<file path="src/slave_comm_pkg.sv">
// constants and types for the slave communication state machine
// Behaviour
// - after reset state is init; mailbox and process data refused there.
// - init to preop accepted only if mailbox configuration is valid.
// - preop serves mailbox, rejects process data.
// - preop to safeop checks process data channels and time base if needed.
// - inputs copied into shared memory before safeop is acknowledged; the code raises mem_in_write in the same cycle as ack_valid.
// - safeop serves mailbox and process data, inputs cyclic, outputs safe.
// - watchdog on forces safe value; watchdog off lets safeop drive outputs.
// - operational copies master output data to outputs; all traffic served.
// - bootstrap entered only from init.
// - bootstrap allows only file transfer mailbox; all else refused.
// - application object mailbox unsupported in every state.
// - 64-bit nanosecond local time counter, zero at 2000-01-01 00:00.
// - reduced build may keep only a wrapping 32-bit time counter.
package slave_comm_pkg;
  typedef enum logic [2:0] {
    st_init_t_val, st_preop, st_safeop, st_op, st_boot
  } comm_state_t;
  // state request codes from the master
  localparam logic [2:0] REQ_INIT   = 3'h1;
  localparam logic [2:0] REQ_PREOP  = 3'h2;
  localparam logic [2:0] REQ_BOOT   = 3'h3;
  localparam logic [2:0] REQ_SAFEOP = 3'h4;
  localparam logic [2:0] REQ_OP     = 3'h5;
  // reported state codes
  localparam logic [3:0] CODE_INIT   = 4'h1;
  localparam logic [3:0] CODE_PREOP  = 4'h2;
  localparam logic [3:0] CODE_BOOT   = 4'h3;
  localparam logic [3:0] CODE_SAFEOP = 4'h4;
  localparam logic [3:0] CODE_OP     = 4'h8;
  // mailbox protocol codes
  localparam logic [3:0] MBX_APP_OBJ = 4'h3;
  localparam logic [3:0] MBX_FILE    = 4'h4;
  // error codes
  localparam logic [3:0] ERR_NONE      = 4'h0;
  localparam logic [3:0] ERR_BAD_TRANS = 4'h1;
  localparam logic [3:0] ERR_MBX_CFG   = 4'h2;
  localparam logic [3:0] ERR_PD_CFG    = 4'h3;
  localparam logic [3:0] ERR_TIME_CFG  = 4'h4;
  // time base
  localparam int CLK_PERIOD_NS = 10;
  localparam int TIME_RES_NS   = 1;
  localparam logic [7:0] TIME_STEP = 8'(CLK_PERIOD_NS / TIME_RES_NS);
  localparam int TIME_WIDTH    = 64;
  localparam int DATA_WIDTH    = 16;
  localparam int FIFO_DEPTH    = 8;
endpackage : slave_comm_pkg

</file>
<file path="src/pd_fifo.sv">
// parameterised valid/ready fifo for process data words
`timescale 1ns/1ns
`default_nettype none
module pd_fifo #(
  parameter int WIDTH = 16,
  parameter int DEPTH = 8
) (
  input  wire logic             core_clk,
  input  wire logic             resetn,
  input  wire logic             flush,
  input  wire logic [WIDTH-1:0] in_data,
  input  wire logic             in_valid,
  output logic                  in_ready,
  output logic [WIDTH-1:0]      out_data,
  output logic                  out_valid,
  input  wire logic             out_ready
);
  localparam int AW = $clog2(DEPTH);
  logic [WIDTH-1:0] mem_reg [DEPTH];
  logic [AW-1:0]    wr_reg;
  logic [AW-1:0]    rd_reg;
  logic [AW:0]      cnt_reg;
  logic             push;
  logic             pop;

  // full and empty straight from the count
  assign in_ready  = (cnt_reg != (AW+1)'(DEPTH));
  assign out_valid = (cnt_reg != '0);
  assign out_data  = mem_reg[rd_reg];
  assign push      = in_valid && in_ready;
  assign pop       = out_valid && out_ready;

  // storage has no reset; only pointers and count need one
  always_ff @(posedge core_clk) begin
    if (push) begin
      mem_reg[wr_reg] <= in_data;
    end
  end

  // pointers wrap at depth, which need not be a power of two
  always_ff @(posedge core_clk) begin
    if (!resetn || flush) begin
      wr_reg  <= '0;
      rd_reg  <= '0;
      cnt_reg <= '0;
    end else begin
      if (push) begin
        wr_reg <= (wr_reg == AW'(DEPTH-1)) ? '0 : wr_reg + AW'(1);
      end
      if (pop) begin
        rd_reg <= (rd_reg == AW'(DEPTH-1)) ? '0 : rd_reg + AW'(1);
      end
      if (push && !pop) begin
        cnt_reg <= cnt_reg + (AW+1)'(1);
      end else if (pop && !push) begin
        cnt_reg <= cnt_reg - (AW+1)'(1);
      end
    end
  end
endmodule : pd_fifo
`default_nettype wire

</file>
<file path="src/slave_comm_state_machine.sv">
// slave communication state machine with gated data paths and local time base
`timescale 1ns/1ns
`default_nettype none
module slave_comm_state_machine #(
  parameter int  DATA_WIDTH   = slave_comm_pkg::DATA_WIDTH,
  parameter int  FIFO_DEPTH   = slave_comm_pkg::FIFO_DEPTH,
  parameter int  TIME_WIDTH   = slave_comm_pkg::TIME_WIDTH,
  parameter bit  TIME_REDUCED = 1'b0
) (
  input  wire logic                  core_clk,
  input  wire logic                  resetn,
  // state requests from the master
  input  wire logic                  req_valid,
  input  wire logic [2:0]            req_state,
  input  wire logic                  mbx_cfg_ok,
  input  wire logic                  pd_cfg_ok,
  input  wire logic                  time_cfg_needed,
  input  wire logic                  time_cfg_ok,
  input  wire logic                  watchdog_enable,
  input  wire logic                  err_ack,
  output logic                       ack_valid,
  output logic [3:0]                 state_code,
  output logic                       err_flag,
  output logic [3:0]                 err_code,
  // mailbox requests
  input  wire logic                  mbx_valid,
  input  wire logic [3:0]            mbx_proto,
  output logic                       mbx_accept,
  output logic                       mbx_refuse,
  output logic                       mbx_unsupported,
  // process data from master to outputs
  input  wire logic [DATA_WIDTH-1:0] pd_out_data,
  input  wire logic                  pd_out_valid,
  output logic                       pd_out_ready,
  output logic                       pd_refuse,
  input  wire logic                  phys_ready,
  output logic [DATA_WIDTH-1:0]      phys_out,
  input  wire logic [DATA_WIDTH-1:0] safe_value,
  // inputs toward shared memory
  input  wire logic [DATA_WIDTH-1:0] phys_in,
  output logic [DATA_WIDTH-1:0]      mem_in_data,
  output logic                       mem_in_write,
  // local time base
  input  wire logic                  time_load,
  input  wire logic [TIME_WIDTH-1:0] time_load_value,
  output logic [TIME_WIDTH-1:0]      local_time
);
  slave_comm_pkg::comm_state_t state_reg;
  logic                  copy_pending_reg;
  logic [DATA_WIDTH-1:0] in_s1_reg;
  logic [DATA_WIDTH-1:0] in_s2_reg;
  logic                  pd_allowed;
  logic                  drive_allowed;
  logic                  fifo_out_valid;
  logic [DATA_WIDTH-1:0] fifo_out_data;
  logic                  fifo_in_ready;
  logic                  fifo_pop;
  logic                  fifo_push;
  logic                  trans_ok;
  logic                  trans_legal;
  logic [3:0]            trans_err;

  // process data only in safeop and op
  assign pd_allowed    = (state_reg == slave_comm_pkg::st_safeop) ||
                         (state_reg == slave_comm_pkg::st_op);
  // outputs follow data in op, or in safeop when watchdog is off
  assign drive_allowed = (state_reg == slave_comm_pkg::st_op) ||
                         ((state_reg == slave_comm_pkg::st_safeop) && !watchdog_enable);
  // pop when the sink takes a word
  assign fifo_pop      = fifo_out_valid && drive_allowed && phys_ready;
  assign fifo_push     = pd_out_valid && pd_out_ready;

  // registered ready, low for a cycle after a push or a request,
  // so a full fifo is never overrun and no word crosses a state change
  always_ff @(posedge core_clk) begin
    if (!resetn) begin
      pd_out_ready <= 1'b0;
    end else begin
      pd_out_ready <= pd_allowed && fifo_in_ready && !fifo_push && !req_valid;
    end
  end

  // fifo flushes outside pd states so stale data never reaches outputs
  pd_fifo #(
    .WIDTH(DATA_WIDTH),
    .DEPTH(FIFO_DEPTH)
  ) u_fifo (
    .core_clk  (core_clk),
    .resetn    (resetn),
    .flush     (!pd_allowed),
    .in_data   (pd_out_data),
    .in_valid  (fifo_push),
    .in_ready  (fifo_in_ready),
    .out_data  (fifo_out_data),
    .out_valid (fifo_out_valid),
    .out_ready (drive_allowed && phys_ready)
  );

  // transition legality and configuration checks
  always_comb begin
    trans_legal = 1'b0;
    trans_ok    = 1'b0;
    trans_err   = slave_comm_pkg::ERR_BAD_TRANS;
    case (req_state)
      slave_comm_pkg::REQ_INIT: begin
        trans_legal = 1'b1;
        trans_ok    = 1'b1;
      end
      slave_comm_pkg::REQ_PREOP: begin
        trans_legal = (state_reg == slave_comm_pkg::st_init_t_val) ||
                      (state_reg == slave_comm_pkg::st_preop) ||
                      (state_reg == slave_comm_pkg::st_safeop) ||
                      (state_reg == slave_comm_pkg::st_op);
        if (state_reg == slave_comm_pkg::st_init_t_val) begin
          trans_ok  = trans_legal && mbx_cfg_ok;
          trans_err = mbx_cfg_ok ? slave_comm_pkg::ERR_NONE : slave_comm_pkg::ERR_MBX_CFG;
        end else begin
          trans_ok = trans_legal;
        end
      end
      slave_comm_pkg::REQ_BOOT: begin
        trans_legal = (state_reg == slave_comm_pkg::st_init_t_val) ||
                      (state_reg == slave_comm_pkg::st_boot);
        trans_ok    = trans_legal;
      end
      slave_comm_pkg::REQ_SAFEOP: begin
        trans_legal = (state_reg == slave_comm_pkg::st_preop) ||
                      (state_reg == slave_comm_pkg::st_safeop) ||
                      (state_reg == slave_comm_pkg::st_op);
        if (state_reg == slave_comm_pkg::st_preop) begin
          if (!pd_cfg_ok) begin
            trans_err = slave_comm_pkg::ERR_PD_CFG;
          end else if (time_cfg_needed && !time_cfg_ok) begin
            trans_err = slave_comm_pkg::ERR_TIME_CFG;
          end else begin
            trans_ok = 1'b1;
          end
        end else begin
          trans_ok = trans_legal;
        end
      end
      slave_comm_pkg::REQ_OP: begin
        trans_legal = (state_reg == slave_comm_pkg::st_safeop) ||
                      (state_reg == slave_comm_pkg::st_op);
        trans_ok    = trans_legal;
      end
      default: begin
        trans_legal = 1'b0;
      end
    endcase
  end

  // state register; safeop entry from preop waits one cycle for the input copy
  always_ff @(posedge core_clk) begin
    if (!resetn) begin
      state_reg        <= slave_comm_pkg::st_init_t_val;
      copy_pending_reg <= 1'b0;
      ack_valid        <= 1'b0;
    end else begin
      ack_valid <= 1'b0;
      if (copy_pending_reg) begin
        copy_pending_reg <= 1'b0;
        state_reg        <= slave_comm_pkg::st_safeop;
        ack_valid        <= 1'b1;
      end else if (req_valid && trans_ok) begin
        case (req_state)
          slave_comm_pkg::REQ_INIT:   state_reg <= slave_comm_pkg::st_init_t_val;
          slave_comm_pkg::REQ_PREOP:  state_reg <= slave_comm_pkg::st_preop;
          slave_comm_pkg::REQ_BOOT:   state_reg <= slave_comm_pkg::st_boot;
          // from preop the copy cycle moves the state
          slave_comm_pkg::REQ_SAFEOP: begin
            if (state_reg != slave_comm_pkg::st_preop) begin
              state_reg <= slave_comm_pkg::st_safeop;
            end
          end
          slave_comm_pkg::REQ_OP:     state_reg <= slave_comm_pkg::st_op;
          default:                    state_reg <= state_reg;
        endcase
        if (req_state == slave_comm_pkg::REQ_SAFEOP &&
            state_reg == slave_comm_pkg::st_preop) begin
          copy_pending_reg <= 1'b1;
        end else begin
          ack_valid <= 1'b1;
        end
      end
    end
  end

  // sticky error; a new failure beats a same-cycle clear
  always_ff @(posedge core_clk) begin
    if (!resetn) begin
      err_flag <= 1'b0;
      err_code <= slave_comm_pkg::ERR_NONE;
    end else if (req_valid && !copy_pending_reg && !trans_ok) begin
      err_flag <= 1'b1;
      err_code <= trans_legal ? trans_err : slave_comm_pkg::ERR_BAD_TRANS;
    end else if (err_ack) begin
      err_flag <= 1'b0;
      err_code <= slave_comm_pkg::ERR_NONE;
    end
  end

  // status code of present state
  always_ff @(posedge core_clk) begin
    if (!resetn) begin
      state_code <= slave_comm_pkg::CODE_INIT;
    end else begin
      case (state_reg)
        slave_comm_pkg::st_preop:  state_code <= slave_comm_pkg::CODE_PREOP;
        slave_comm_pkg::st_safeop: state_code <= slave_comm_pkg::CODE_SAFEOP;
        slave_comm_pkg::st_op:     state_code <= slave_comm_pkg::CODE_OP;
        slave_comm_pkg::st_boot:   state_code <= slave_comm_pkg::CODE_BOOT;
        default:                   state_code <= slave_comm_pkg::CODE_INIT;
      endcase
    end
  end

  // mailbox gating; one-cycle answer per request
  always_ff @(posedge core_clk) begin
    if (!resetn) begin
      mbx_accept      <= 1'b0;
      mbx_refuse      <= 1'b0;
      mbx_unsupported <= 1'b0;
    end else begin
      mbx_accept      <= 1'b0;
      mbx_refuse      <= 1'b0;
      mbx_unsupported <= 1'b0;
      if (mbx_valid) begin
        if (mbx_proto == slave_comm_pkg::MBX_APP_OBJ) begin
          mbx_unsupported <= 1'b1;
        end else if (state_reg == slave_comm_pkg::st_init_t_val) begin
          mbx_refuse <= 1'b1;
        end else if (state_reg == slave_comm_pkg::st_boot) begin
          mbx_accept <= (mbx_proto == slave_comm_pkg::MBX_FILE);
          mbx_refuse <= (mbx_proto != slave_comm_pkg::MBX_FILE);
        end else begin
          mbx_accept <= 1'b1;
        end
      end
    end
  end

  // process data refusal flag for offered words outside pd states
  always_ff @(posedge core_clk) begin
    if (!resetn) begin
      pd_refuse <= 1'b0;
    end else begin
      pd_refuse <= pd_out_valid && !pd_allowed;
    end
  end

  // physical outputs: data in op or in safeop with watchdog off, safe value otherwise
  always_ff @(posedge core_clk) begin
    if (!resetn) begin
      phys_out <= '0;
    end else if (fifo_pop) begin
      phys_out <= fifo_out_data;
    end else if (!drive_allowed) begin
      phys_out <= safe_value;
    end
  end

  // inputs come from pins, so two stages before use
  always_ff @(posedge core_clk) begin
    if (!resetn) begin
      in_s1_reg <= '0;
      in_s2_reg <= '0;
    end else begin
      in_s1_reg <= phys_in;
      in_s2_reg <= in_s1_reg;
    end
  end

  // input copy on safeop entry and cyclically while pd runs
  always_ff @(posedge core_clk) begin
    if (!resetn) begin
      mem_in_data  <= '0;
      mem_in_write <= 1'b0;
    end else begin
      mem_in_write <= copy_pending_reg || pd_allowed;
      mem_in_data  <= in_s2_reg;
    end
  end

  // local time in ns; reduced build wraps at 32 bits, master may reload
  always_ff @(posedge core_clk) begin
    if (!resetn) begin
      local_time <= '0;
    end else if (time_load && TIME_REDUCED) begin
      local_time <= {{(TIME_WIDTH-32){1'b0}}, time_load_value[31:0]};
    end else if (time_load) begin
      local_time <= time_load_value;
    end else if (TIME_REDUCED) begin
      local_time <= {{(TIME_WIDTH-32){1'b0}},
                     local_time[31:0] + 32'(slave_comm_pkg::TIME_STEP)};
    end else begin
      local_time <= local_time + TIME_WIDTH'(slave_comm_pkg::TIME_STEP);
    end
  end
endmodule : slave_comm_state_machine
`default_nettype wire

</file>
<file path="config.mk">
export PLATFORM = sky130hd
export DESIGN_NAME = slave_comm_state_machine
export DESIGN_NICKNAME = d
export VERILOG_FILES = /design/src/slave_comm_pkg.sv /design/src/pd_fifo.sv /design/src/slave_comm_state_machine.sv
export SDC_FILE = /design/constraint.sdc
export NUM_CORES = 1
export LEC_CHECK = 0
export ABC_AREA = 1
export BUFFER_PORTS_ARGS = -buffer_cell sky130_fd_sc_hd__clkbuf_2
export CAP_MARGIN = 20
export CORE_ASPECT_RATIO = 1.75
export CORE_MARGIN = 1
export CORE_UTILIZATION = 56
export DETAILED_ROUTE_END_ITERATION = 16
export GPL_TIMING_DRIVEN = 0
export PLACE_DENSITY = 0.8
export REMOVE_ABC_BUFFERS = 1
export SLEW_MARGIN = 20
export SYNTH_ARGS = -nofsm -noshare
export SYNTH_HDL_FRONTEND = slang
export SYNTH_SLANG_ARGS = --single-unit
export TNS_END_PERCENT = 10
</file>
<file path="constraint.sdc">
create_clock -name core_clk -period 3.1 [get_ports core_clk]
set_clock_uncertainty 0.1 [all_clocks]
set_input_delay 0.465 -clock core_clk [delete_from_list [all_inputs] [get_ports core_clk]]
set_output_delay 0.465 -clock core_clk [all_outputs]
set_load 0.01 [all_outputs]
</file>
==> results of run 1 <==
==> what timing repair did <==
item	CTS	global route
setup endpoints to repair	25	1
gates resized for setup	2	0
buffers inserted	0	1
pin swaps	0	1
==> cells in the mapped netlist (10+ instances only) <==
library cell and n:
sky130_fd_sc_hd__nand3_1 100, sky130_fd_sc_hd__nor3_1 22, sky130_fd_sc_hd__nor2_1 342, sky130_fd_sc_hd__buf_2 10
sky130_fd_sc_hd__nand2_1 274, sky130_fd_sc_hd__dfxtp_1 160, sky130_fd_sc_hd__a21oi_1 36, sky130_fd_sc_hd__nand4_1 33
sky130_fd_sc_hd__ha_1 10, sky130_fd_sc_hd__o211ai_1 38, sky130_fd_sc_hd__xor2_1 21, sky130_fd_sc_hd__inv_1 204
sky130_fd_sc_hd__edfxtp_1 128, sky130_fd_sc_hd__clkbuf_1 42, sky130_fd_sc_hd__o21ai_0 132
==> report_power, final <==
group	internal [uW]	leakage, uW	switching [uW]
Clock	1710	0.000383	1380
Sequential	4070	0.00247	124
Combinational	245	0.00413	382
Total	6020	0.00698	1880
==> metal layers <==
| layer | GRT usage [%] | share of wire (%) |
|---|---|---|
| met3 | 3.29 | 5.0 |
| met5 | 0 | 0 |
| met4 | 20.4 | 6.5 |
| met2 | 59.0 | 54 |
| met1 | 31.8 | 35 |
==> final cells by class <==
cell class / instances / share of cell area [%]
Multi-Input combinational cell: 1066 / 32.7
Inverter: 210 / 5.10
Antenna cell: 1 / 0.0161
Clock inverter: 14 / 0.871
Clock buffer: 31 / 4.30
Tap cell: 300 / 2.42
Sequential cell: 288 / 45.4
Timing Repair Buffer: 256 / 9.21
==> worst max-delay path: stages, from the launching register on <==
cell and delay [ns]:
sky130_fd_sc_hd__dfxtp_1 0.41, sky130_fd_sc_hd__inv_1 0.16, sky130_fd_sc_hd__a21oi_4 0.22, sky130_fd_sc_hd__nand3_4 0.24, sky130_fd_sc_hd__ha_1 0.30, sky130_fd_sc_hd__inv_1 0.13, sky130_fd_sc_hd__ha_1 0.25, sky130_fd_sc_hd__a21oi_1 0.16
sky130_fd_sc_hd__nor2_1 0.06, sky130_fd_sc_hd__o21ai_0 0.13, sky130_fd_sc_hd__nand3_1 0.11, sky130_fd_sc_hd__o21ai_0 0.16, sky130_fd_sc_hd__a21oi_1 0.05
==> cell families (layout without fill, tap and decap cells) <==
logic type	after synthesis	in the layout	share of synthesized area, %
and+or+nand+nor	806	806	26.1
DFF	288	288	53.8
buffers and inverters	268	511	7.83
AOI/OAI and AO/OA	221	221	9.39
xor gates and xnor gates	27	27	1.80
adders and majority gates	11	11	1.11
other	1	2	0.0286
==> through the flow <==
step | std cells | util, %
detailed placement | 2119 | 64.4
finish | 2166 | 68.0
floorplan | 1564 | -
global route | 2166 | 68.0
global placement | 2106 | 63.3
CTS | 2164 | 67.9
==> worst min path at each step <==
stage,end,slack [ns]
4_1_cts,in_s1_reg[3]$_SDFF_PN0_,0.003
6_report,in_s1_reg[3]$_SDFF_PN0_,0.02
5_1_grt,in_s1_reg[3]$_SDFF_PN0_,0.01
2_1_floorplan,in_s2_reg[0]$_SDFF_PN0_,0.29
3_5_place_dp,in_s2_reg[12]$_SDFF_PN0_,0.30
3_3_place_gp,in_s2_reg[0]$_SDFF_PN0_,0.29
==> summary by stage, run 1 <==
Status
The flow ran to the end, and the final reports show no timing, DRC or antenna violations.

Min path
The path class of the lowest-slack min-delay path is input port to flip-flop. The worst hold path passes through 3 cells. The worst hold path begins at phys_in[3].

Final layout
The register with the most flip-flops in the layout has 128 of them. The most common library cell in the layout ignoring fill and taps is sky130_fd_sc_hd__nor2_1. The final non-filler cell area is 15500 sq um.

In the final layout, the share of cells above drive strength 1 is 18.2%. The total area of sequential cells is 7050 sq um. The number of fillers in the final layout is 1966. For this run, the post-layout net count is 1990. Summing all multi-input logic gate instances after layout gives 5070 sq um. Leaving out fill and tap cells, the most frequent cells in the layout are sky130_fd_sc_hd__nor2_1 (334), sky130_fd_sc_hd__nand2_1 (274), sky130_fd_sc_hd__clkbuf_2 (241). Compared with the post-synthesis result, the final layout area differs by 18.4%.

Clocking
In this run the deepest clock path goes through 3 buffers. The root buffer cell chosen for the clock tree is sky130_fd_sc_hd__clkbuf_16. After clock tree synthesis, the flow added hold-fix buffers numbering 0. The post-CTS clock slew at the launch and capture registers of the worst setup and hold paths is 0.07 ns. The number of clock buffers added by TritonCTS is 25. Counting every sink on the clock net gives 288. The total number of H-tree levels is 1. The clock latency of the later-clocked register in the worst-skew pair is 0.53 ns.

The TritonCTS clock tree is done.

Critical path
The start-to-end type of the worst setup path is flip-flop to flip-flop. The end of the critical path is u_fifo.cnt_reg[3]$_SDFFE_PP0P_. Data on the critical path arrives at its endpoint at slightly below 3 ns.

The cell depth of the worst flop-to-flop path is 12. The reg-to-reg startpoint is state_reg[0]$_SDFFE_PP0P_. STA classifies the critical path startpoint as a flip-flop. Along the worst path, the maximum fanout reaches 21. The worst setup path is captured at a flip-flop.

The data required time of the critical path is 3.41 ns. In this run the critical register-to-register path is captured at u_fifo.cnt_reg[3]$_SDFFE_PP0P_. Tracing the worst setup path back leads to its startpoint at state_reg[0]$_SDFFE_PP0P_. The minimum setup slack among reg-to-reg paths is ~0.51 ns.

Power and ir drop
The total power of the final layout is 7900 uW. Summed over all cells, the static leakage comes to approximately 0.0070 uW. In this run the power density over the cells is 509 nW/um^2. IR analysis of the VDD net gives a maximum drop of 0.444 mV.

STA
The number of hold violations in the final report is 0. The maximum operating frequency is 386 MHz. The fraction of the cycle the final worst path needs is 83.6%. The minimum setup slack in the final design is 0.507 ns.

At the pin with the least slew margin, the transition time is slightly above 1 ns. The worst hold slack is 0.0179 ns. The final setup violation count is 0.

The accumulated negative setup slack is 0 ns. Setup repair after global routing left no endpoint under its margin. The post-route minimum period is 2.59 ns. The final count of pins violating max slew came to 0. The tightest slew margin relative to the limit is 32.7%.

Placed design
The HPWL after detailed placement is 27700 microns. The pre-CTS setup slack is -0.449 ns. Port buffering added 242 buffers. The standard cell area after detailed placement is 14700 sq um.

At the end of routability-driven placement, the weighted congestion stood at 1.03.

Logic synthesis
The top cell type by area accounts for 29.3% of the synthesized area. The Yosys warning count is 0. The number of enable-type register cells in the synthesized netlist is 128. The library cell with the largest summed area after synthesis is sky130_fd_sc_hd__edfxtp_1.

Counting every instance in the synthesized netlist gives 1622. Of all flip-flops after synthesis, the portion carrying an async set or reset was 0%. After synthesis the netlist holds a flip-flop and latch count of 288. Summing the sequential cell areas from Yosys gives 53.8% of the chip area.

The distinct cell type count after synthesis is 39. Sorting the synthesized cells by area gives the leading types as sky130_fd_sc_hd__edfxtp_1 (29%), sky130_fd_sc_hd__dfxtp_1 (24%), sky130_fd_sc_hd__nor2_1 (9.8%). The mapped netlist covers 13100 sq um. In the synthesized netlist the dominant register cell turns out to be sky130_fd_sc_hd__dfxtp_1. The synthesized area per cell is between 8 and 9 sq um.

Drt
The average routed wire per standard cell is ~17 microns. The initial DRC count is 836. After detailed routing, the number of vias per cell comes to 5.39. In the routed design, unresolved DRC markers number 0. The count of vias placed by the detailed router is 11678. Wires add up to 37200 microns. The first detailed-routing pass took 5 iterations.

The final antenna-violating net count is 0.

Die
The die is approximately 120 microns wide. Measured along the y axis, the die boundary spans 204 microns. The initial standard-cell utilization of the core is 57.4%. The top-level I/O count is 244. In this run the core area contains 73 standard-cell rows. The core box area is 22800 sq um. The die covers 24000 sq um.

GRT
Across every metal layer, demand over resource in global routing totals 31.0%. The via count of the first global-routing pass came to 11162. The first-pass GRT wire length is around 58000 microns.

Entering global routing, the biggest net connects 75 pins. The initial antenna violation count is 1. The overall overflow remaining after global route is 0.

Flow run
The tool flagged a number of max-cap violations equal to 0.
Note: power is estimated with default switching activity, not from simulation.
==> run 2, diff against run 1 <==
- CORE_UTILIZATION: 56 -> 50
- PLACE_DENSITY: 0.8 -> 0.76
- clock period: 3.1 -> 2.1 ns (I/O delays scaled with it)
==> summary by stage, run 2 (same netlist as run 1, synthesis figures left out) <==
Final layout
The number of fillers in the final layout is roughly 2000. The final non-filler cell total is ~2300. The antenna diode count is 0. Leaving out fill and tap cells, the most frequent cell in the layout is sky130_fd_sc_hd__nor2_1. The area growth from synthesis to layout is 32.1%. The register with the most flip-flops in the layout has 128 of them. In the layout the commonest cells are sky130_fd_sc_hd__nor2_1 (313), sky130_fd_sc_hd__nand2_1 (267), sky130_fd_sc_hd__clkbuf_2 (241). Cells with a size suffix above 1 make up a little over a fifth of the layout. The number of nets in the layout is 2133.

Flow run
Across the run, the number of max-cap violations was 0.

Drt
Dividing the detail-routed wire length by the instance count gives 19.1 microns. The initial DRC count is between 800 and 900. Dividing the detail-routed via count by the number of cells gives 5.42. In the routed design, unresolved DRC markers number 0. Summed over all layers, the routed wires come to between 40000 and 50000 microns.

For this run, the detailed router's first-pass iteration total came to 5. The detailed router placed 12639 vias in this run. The detail route stage leaves a number of antenna-violating nets equal to 0.

Placed design
The pre-CTS setup slack is -1.79 ns. Once detailed placement completed, the half-perimeter wirelength came to 29300 microns. The congestion estimate from routability-driven global placement came to 0.976. The cell total after placement is 2136.

The count of input and output buffers is 242.

Power and ir drop
The internal power is 9560 uW. Net switching is about a quarter of the power. In this run, the clock network consumes a little over two fifths of the power.

Summed over all nets, the switching power comes to 3090 uW. In this run, flip-flops and latches consume 49.0% of the power. The reported leakage power is 0.00772 uW. The power per unit of standard cell area is 730 nW/um^2.

The worst-case IR drop observed on VDD is 0.895 mV. Combinational logic burns 9.2% of the power.

Critical path
The peak fanout along the critical path is 4. STA classifies the critical path startpoint as a flip-flop. The peak per-stage delay on the critical path is 0.37 ns. STA puts the critical path data arrival time at about 2.5 ns. The start-to-end type of the worst setup path is flip-flop to flip-flop. The critical path goes through nor2_2, nand3_1, inv_2, nor2_4, ha_4, inv_2, ha_1, a21oi_2, nor2_2, nor2_1, nand2_1, nand3_2, o21ai_1, a21oi_1.

The worst setup path is captured at a flip-flop. The largest individual stage delay along the critical path comes from the cell sky130_fd_sc_hd__dfxtp_4. Data on the critical path is required at its endpoint by between 2 and 2.5 ns.

Status
The run finished, with violations left. The final reports fail on setup timing.

GRT
The initial antenna violation count is 0. The via count of the first global-routing pass is between 10000 and 15000. The total overflow left after global routing is 0.

The aggregate global-route resource usage is roughly a third. The maximum number of pins on one net before global-route repair is 65. The first-pass GRT wire length is ~67000 microns.

Clocking
The TritonCTS sink count is 288. TritonCTS created 27 clock buffers. The clock latency of the later-clocked register in the worst-skew pair is roughly 0.57 ns. The total number of H-tree levels is 1.

The root buffer cell is sky130_fd_sc_hd__clkbuf_16. The post-CTS clock slew at the launch and capture registers of the worst setup and hold paths is about 0.070 ns. The TritonCTS clock tree is done. Counting along the longest clock path gives a buffer depth of 3.

STA
The fraction of the cycle the final worst path needs is 100%. Setup violations remaining at the end of the flow were counted as 1. The final count of pins violating max slew was 0. Setup repair after global routing could not meet its margin everywhere.

The tightest slew margin relative to the limit is 47.7%. The post-route minimum period is 2.11 ns. The number of hold violations in the final report was 0. Setup slack on the critical path of the routed design comes to -0.00741 ns. The maximum operating frequency is about 470 MHz.

The transition time at the pin with the least slew margin is slightly below 0.8 ns.

Die
The die covers 26900 sq um. Measured along the x axis, the die boundary spans 124 microns. The floorplan step defined a core boundary enclosing 25900 sq um. In this run the count of I/O pins placed on the die edge is around 240. The initial standard-cell utilization of the core is 50.7%. The floorplan has 78 rows. From bottom edge to top edge, the die measures 216 microns.

Min path
The path class of the lowest-slack min-delay path is input port to flip-flop.
run 2: layout make-up:
class	count	area (sq um)	area share, %
Clock buffer	33	738	4.26
Clock inverter	17	221	1.28
Inverter	210	801	4.63
Multi-Input combinational cell	1067	5310	30.6
Sequential cell	288	7080	40.9
Tap cell	320	400	2.31
Timing Repair Buffer	396	2770	16.0
run 2: layer usage:
layer / up-vias / global-route usage (%) / part of all wire (%)
met3: 183 / 4.34 / 5.8
li1: 6005 / - / -
met1: 5845 / 31.9 / 33
met2: 606 / 60.6 / 53
met5: - / 0 / 0
met4: 0 / 27.3 / 8.4
run 2: path summary, 6_finish.rpt:
check	from	endpoint	slack, ns	cells past startpoint
setup / recovery	u_fifo.cnt_reg[0]$_SDFFE_PP0P_	u_fifo.cnt_reg[3]$_SDFFE_PP0P_	-0.007	14
hold reg to reg	in_s2_reg[6]$_SDFF_PN0_	mem_in_data[6]$_SDFF_PN0_	0.30	2
hold / removal	time_load_value[45]	local_time[45]$_SDFF_PN0_	0.02	5
setup reg to reg	u_fifo.cnt_reg[0]$_SDFFE_PP0P_	u_fifo.cnt_reg[3]$_SDFFE_PP0P_	-0.007	14
run 2: power groups by stage:
stage	clock network (uW)	registers [uW]	logic [uW]
floorplan	0	6310	415
global placement	0	6300	894
detailed placement	0	6300	916
CTS	5320	6180	1100
global route	5530	6200	1280
finish	5290	6190	1160
run 2: timing repair:
item	CTS	global route
cloned	1	0
pin swaps	3	14
resized for setup	34	55
endpoints found under the setup margin	139	85
hold buffers	114	0
hold endpoints to repair	230	0
buffers inserted	8	22
run 2: critical path: cells and delay by family (launching register included):
kind / cells / cell delay, ns
fa+ha+maj: 2 / 0.40
flops: 1 / 0.37
simple gates: 7 / 0.66
buf+inv: 2 / 0.17
compound gates: 3 / 0.33
run 2: through the flow:
stage | hold WS [ns] | cell area [sq um] | TNS [ns] | total power, uW | util (%)
final | 0.0205 | 17300 | -0.00741 | 12600 | 66.9
after global routing | 0.0193 | 17300 | -2.16 | 13000 | 66.9
after CTS | 0.000130 | 17000 | -0.251 | 12600 | 65.6
after detailed placement | 0.296 | 14700 | -54.88 | 7220 | 56.8
after global placement | 0.291 | 14500 | -347.51 | 7200 | 56.0
after floorplan | 0.290 | 12900 | -12.53 | 6720 | -
==> run 3, diff against run 2 <==
- CORE_ASPECT_RATIO: 1.75 -> 0.8
- CORE_UTILIZATION: 50 -> 56
- PLACE_DENSITY: 0.76 -> 0.8
- clock period: 2.1 -> 2 ns (I/O delays scaled with it)
==> summary by stage, run 3 (same netlist as run 1, synthesis figures left out) <==
Die
The core region is 22700 sq um. The die is approximately 140 microns tall. The initial standard-cell utilization of the core is 57.6%. The standard-cell row count is 49. The die covers 24000 sq um. The width of the die is between 150 and 200 microns.

Pin placement for this block handled roughly 240 I/O pins.

Placed design
The cell total after placement is ~2100. The count of input and output buffers is between 200 and 250. The HPWL after detailed placement is 26000 microns. OpenSTA, run right after detailed placement, puts the worst setup slack at -1.78 ns. In this run the cell area measured after placement is 14700 sq um. The global placer's final weighted congestion is a little over 1.

GRT
In the global route stage, overall resource usage came out at 33.6%. The total overflow left after global routing is 0. Entering global routing, the biggest net connects 65 pins. The via count of the first global-routing pass is 11988.

The first global-routing pass estimated 63800 microns of wire. The initial antenna violation count came to 0.

Final layout
The final non-filler cell area is 17500 sq um. The number of flip-flops in the largest register is 128. Leaving out fill and tap cells, the most frequent cells in the layout are sky130_fd_sc_hd__nor2_1 (313), sky130_fd_sc_hd__nand2_1 (266), sky130_fd_sc_hd__clkbuf_2 (241).

At the end of the flow the core is filled with cells to 76.9%. The number of nets in the layout is ~2100. The most common library cell in the layout ignoring fill and taps is sky130_fd_sc_hd__nor2_1. The final non-filler cell total is 2320. The antenna diode count is 0.

Cells with a size suffix above 1 make up 22.6% of the layout. The layout overhead on the synthesized area is 33.5%.

Drt
The routed design uses between 4000 and 5000 microns of met3 wire. The final antenna-violating net count is 0. Across all layers, the routed design uses 12886 vias.

Using the TritonRoute via totals, the vias-per-cell ratio works out to 5.55. The post-detailed-route DRC marker count is 0. The highest layer touched by signal routing is met4. The wire length the detailed router placed on met1 is 16600 microns.

The first TritonRoute pass finished after 7 iterations. The total detailed-routing wirelength is ~42000 microns. The average routed wire per standard cell is 18.3 microns. For this block, the initial DRC count from the detailed router was 1468.

The routed length on met2 is 19800 microns.

Critical path
The start-to-end type of the worst setup path is flip-flop to flip-flop. STA puts the critical path data arrival time at 2.51 ns. Data on the critical path is required at its endpoint by 2.36 ns. Traced cell by cell, the critical path runs through inv_2, nand2_4, a21oi_4, nand3_4, ha_4, inv_6, ha_4, a21oi_2, nor2_2, o21ai_2, nand3_2, o21ai_2, a21oi_2. The type of element capturing the critical path is a flip-flop. The peak fanout along the critical path is 4. The slowest stage cell on the critical path is sky130_fd_sc_hd__dfxtp_2. The startpoint class of the critical path is a flip-flop. The peak per-stage delay on the critical path is around 0.33 ns.

Power and ir drop
The power dissipated by switching net loads is 3210 uW. The worst ir drop on vdd is 0.728 mV. The switching share of power is 23.7%.

The clock group share of total power is a little over two fifths. The internal power is 10300 uW. The power per unit of standard cell area is 774 nW/um^2. Registers are responsible for 48.1% of the overall power. In this run the static leakage power is 0.00779 uW.

Combinational logic burns 9.0% of the power.

STA
Setup violations remaining at the end of the flow were counted as 27. Setup repair after global routing could not meet its margin everywhere. In this run the tightest slew margin relative to its limit is 51.8%. The number of hold violations in the final report is 0. Derived from the worst setup path, the maximum achievable clock frequency is 465 MHz. The post-route minimum period is 2.15 ns. In the post-route analysis, the smallest setup slack over all paths is -0.151 ns. For the pin with the worst max-slew slack, the measured transition is ~0.72 ns. The final count of pins violating max slew was 0. The fraction of the cycle the final worst path needs is 108%.

Clocking
The TritonCTS clock tree is done. The number of clock buffers added by TritonCTS is 28. The total number of H-tree levels is 1. The clock reaches the later pin of the worst-skew pair after 0.57 ns. The post-CTS clock slew at the launch and capture registers of the worst setup and hold paths is 0.07 ns. The clock drives 288 sinks. The root buffer cell is sky130_fd_sc_hd__clkbuf_16. The maximum clock path buffer count is 3.

Status
The flow ran to the end, but the final reports show violations. The checks that failed: setup timing.

Flow run
The number of max-cap violations is 0.

Min path
The tightest min-delay check is of the input port to flip-flop type.
[run 3: area by class of cell]
type / count / area, sq um
tap: 306 / 383
multi-input combinational: 1067 / 5370
clock inverter: 12 / 216
clock buffer: 38 / 810
inverter: 210 / 810
fill: 1527 / 5250
timing repair inverter: 1 / 7.51
timing repair buffer: 398 / 2810
sequential: 288 / 7090
[run 3: worst paths after layout]
kind,startpoint,end,slack [ns],cells after the start
setup / recovery,state_reg[2]$_SDFFE_PP0P_,u_fifo.cnt_reg[3]$_SDFFE_PP0P_,-0.15,13
hold / removal,safe_value[8],phys_out[8]$_SDFFE_PN0P_,0.004,3
setup reg to reg,state_reg[2]$_SDFFE_PP0P_,u_fifo.cnt_reg[3]$_SDFFE_PP0P_,-0.15,13
hold reg to reg,in_s2_reg[5]$_SDFF_PN0_,mem_in_data[5]$_SDFF_PN0_,0.31,2
[run 3: through the flow]
| stage | power [uW] | TNS, ns | hold WS (ns) |
|---|---|---|---|
| floorplan | 7060 | -23.36 | 0.285 |
| global placement | 7540 | -337.59 | 0.291 |
| detailed placement | 7580 | -53.83 | 0.299 |
| CTS | 13500 | -0.597 | 0.000788 |
| global route | 13900 | -3.76 | 0.00213 |
| finish | 13500 | -0.799 | 0.00438 |
[run 3: what timing repair did]
| item | 4_1_cts | 5_1_grt |
|---|---|---|
| pin swaps | 3 | 20 |
| setup buffers | 8 | 25 |
| hold endpoints to repair | 224 | 0 |
| hold buffers | 110 | 0 |
| setup endpoints to repair | 135 | 141 |
| gates resized for setup | 28 | 92 |
| cloned | 1 | 1 |
[run 3: power groups by stage]
stage	sequential, uW	clock [uW]	combinational [uW]
after floorplan	6620	0	435
after global placement	6610	0	932
after detailed placement	6620	0	965
after CTS	6490	5810	1160
after global routing	6520	6090	1330
final	6510	5820	1220
[run 3: critical path: cells and delay by family, from the launching register on]
family	cells	cell delay, ns
fa+ha+maj	2	0.39
compound gates	5	0.70
flops	1	0.33
buf+inv	2	0.15
simple gates	4	0.37
[run 3: per-layer routing]
metal,vias to the layer above,GRT usage (%)
met1,6001,45.4
met4,0,12.2
met2,750,53.9
met5,-,0
li1,6013,-
met3,122,6.69
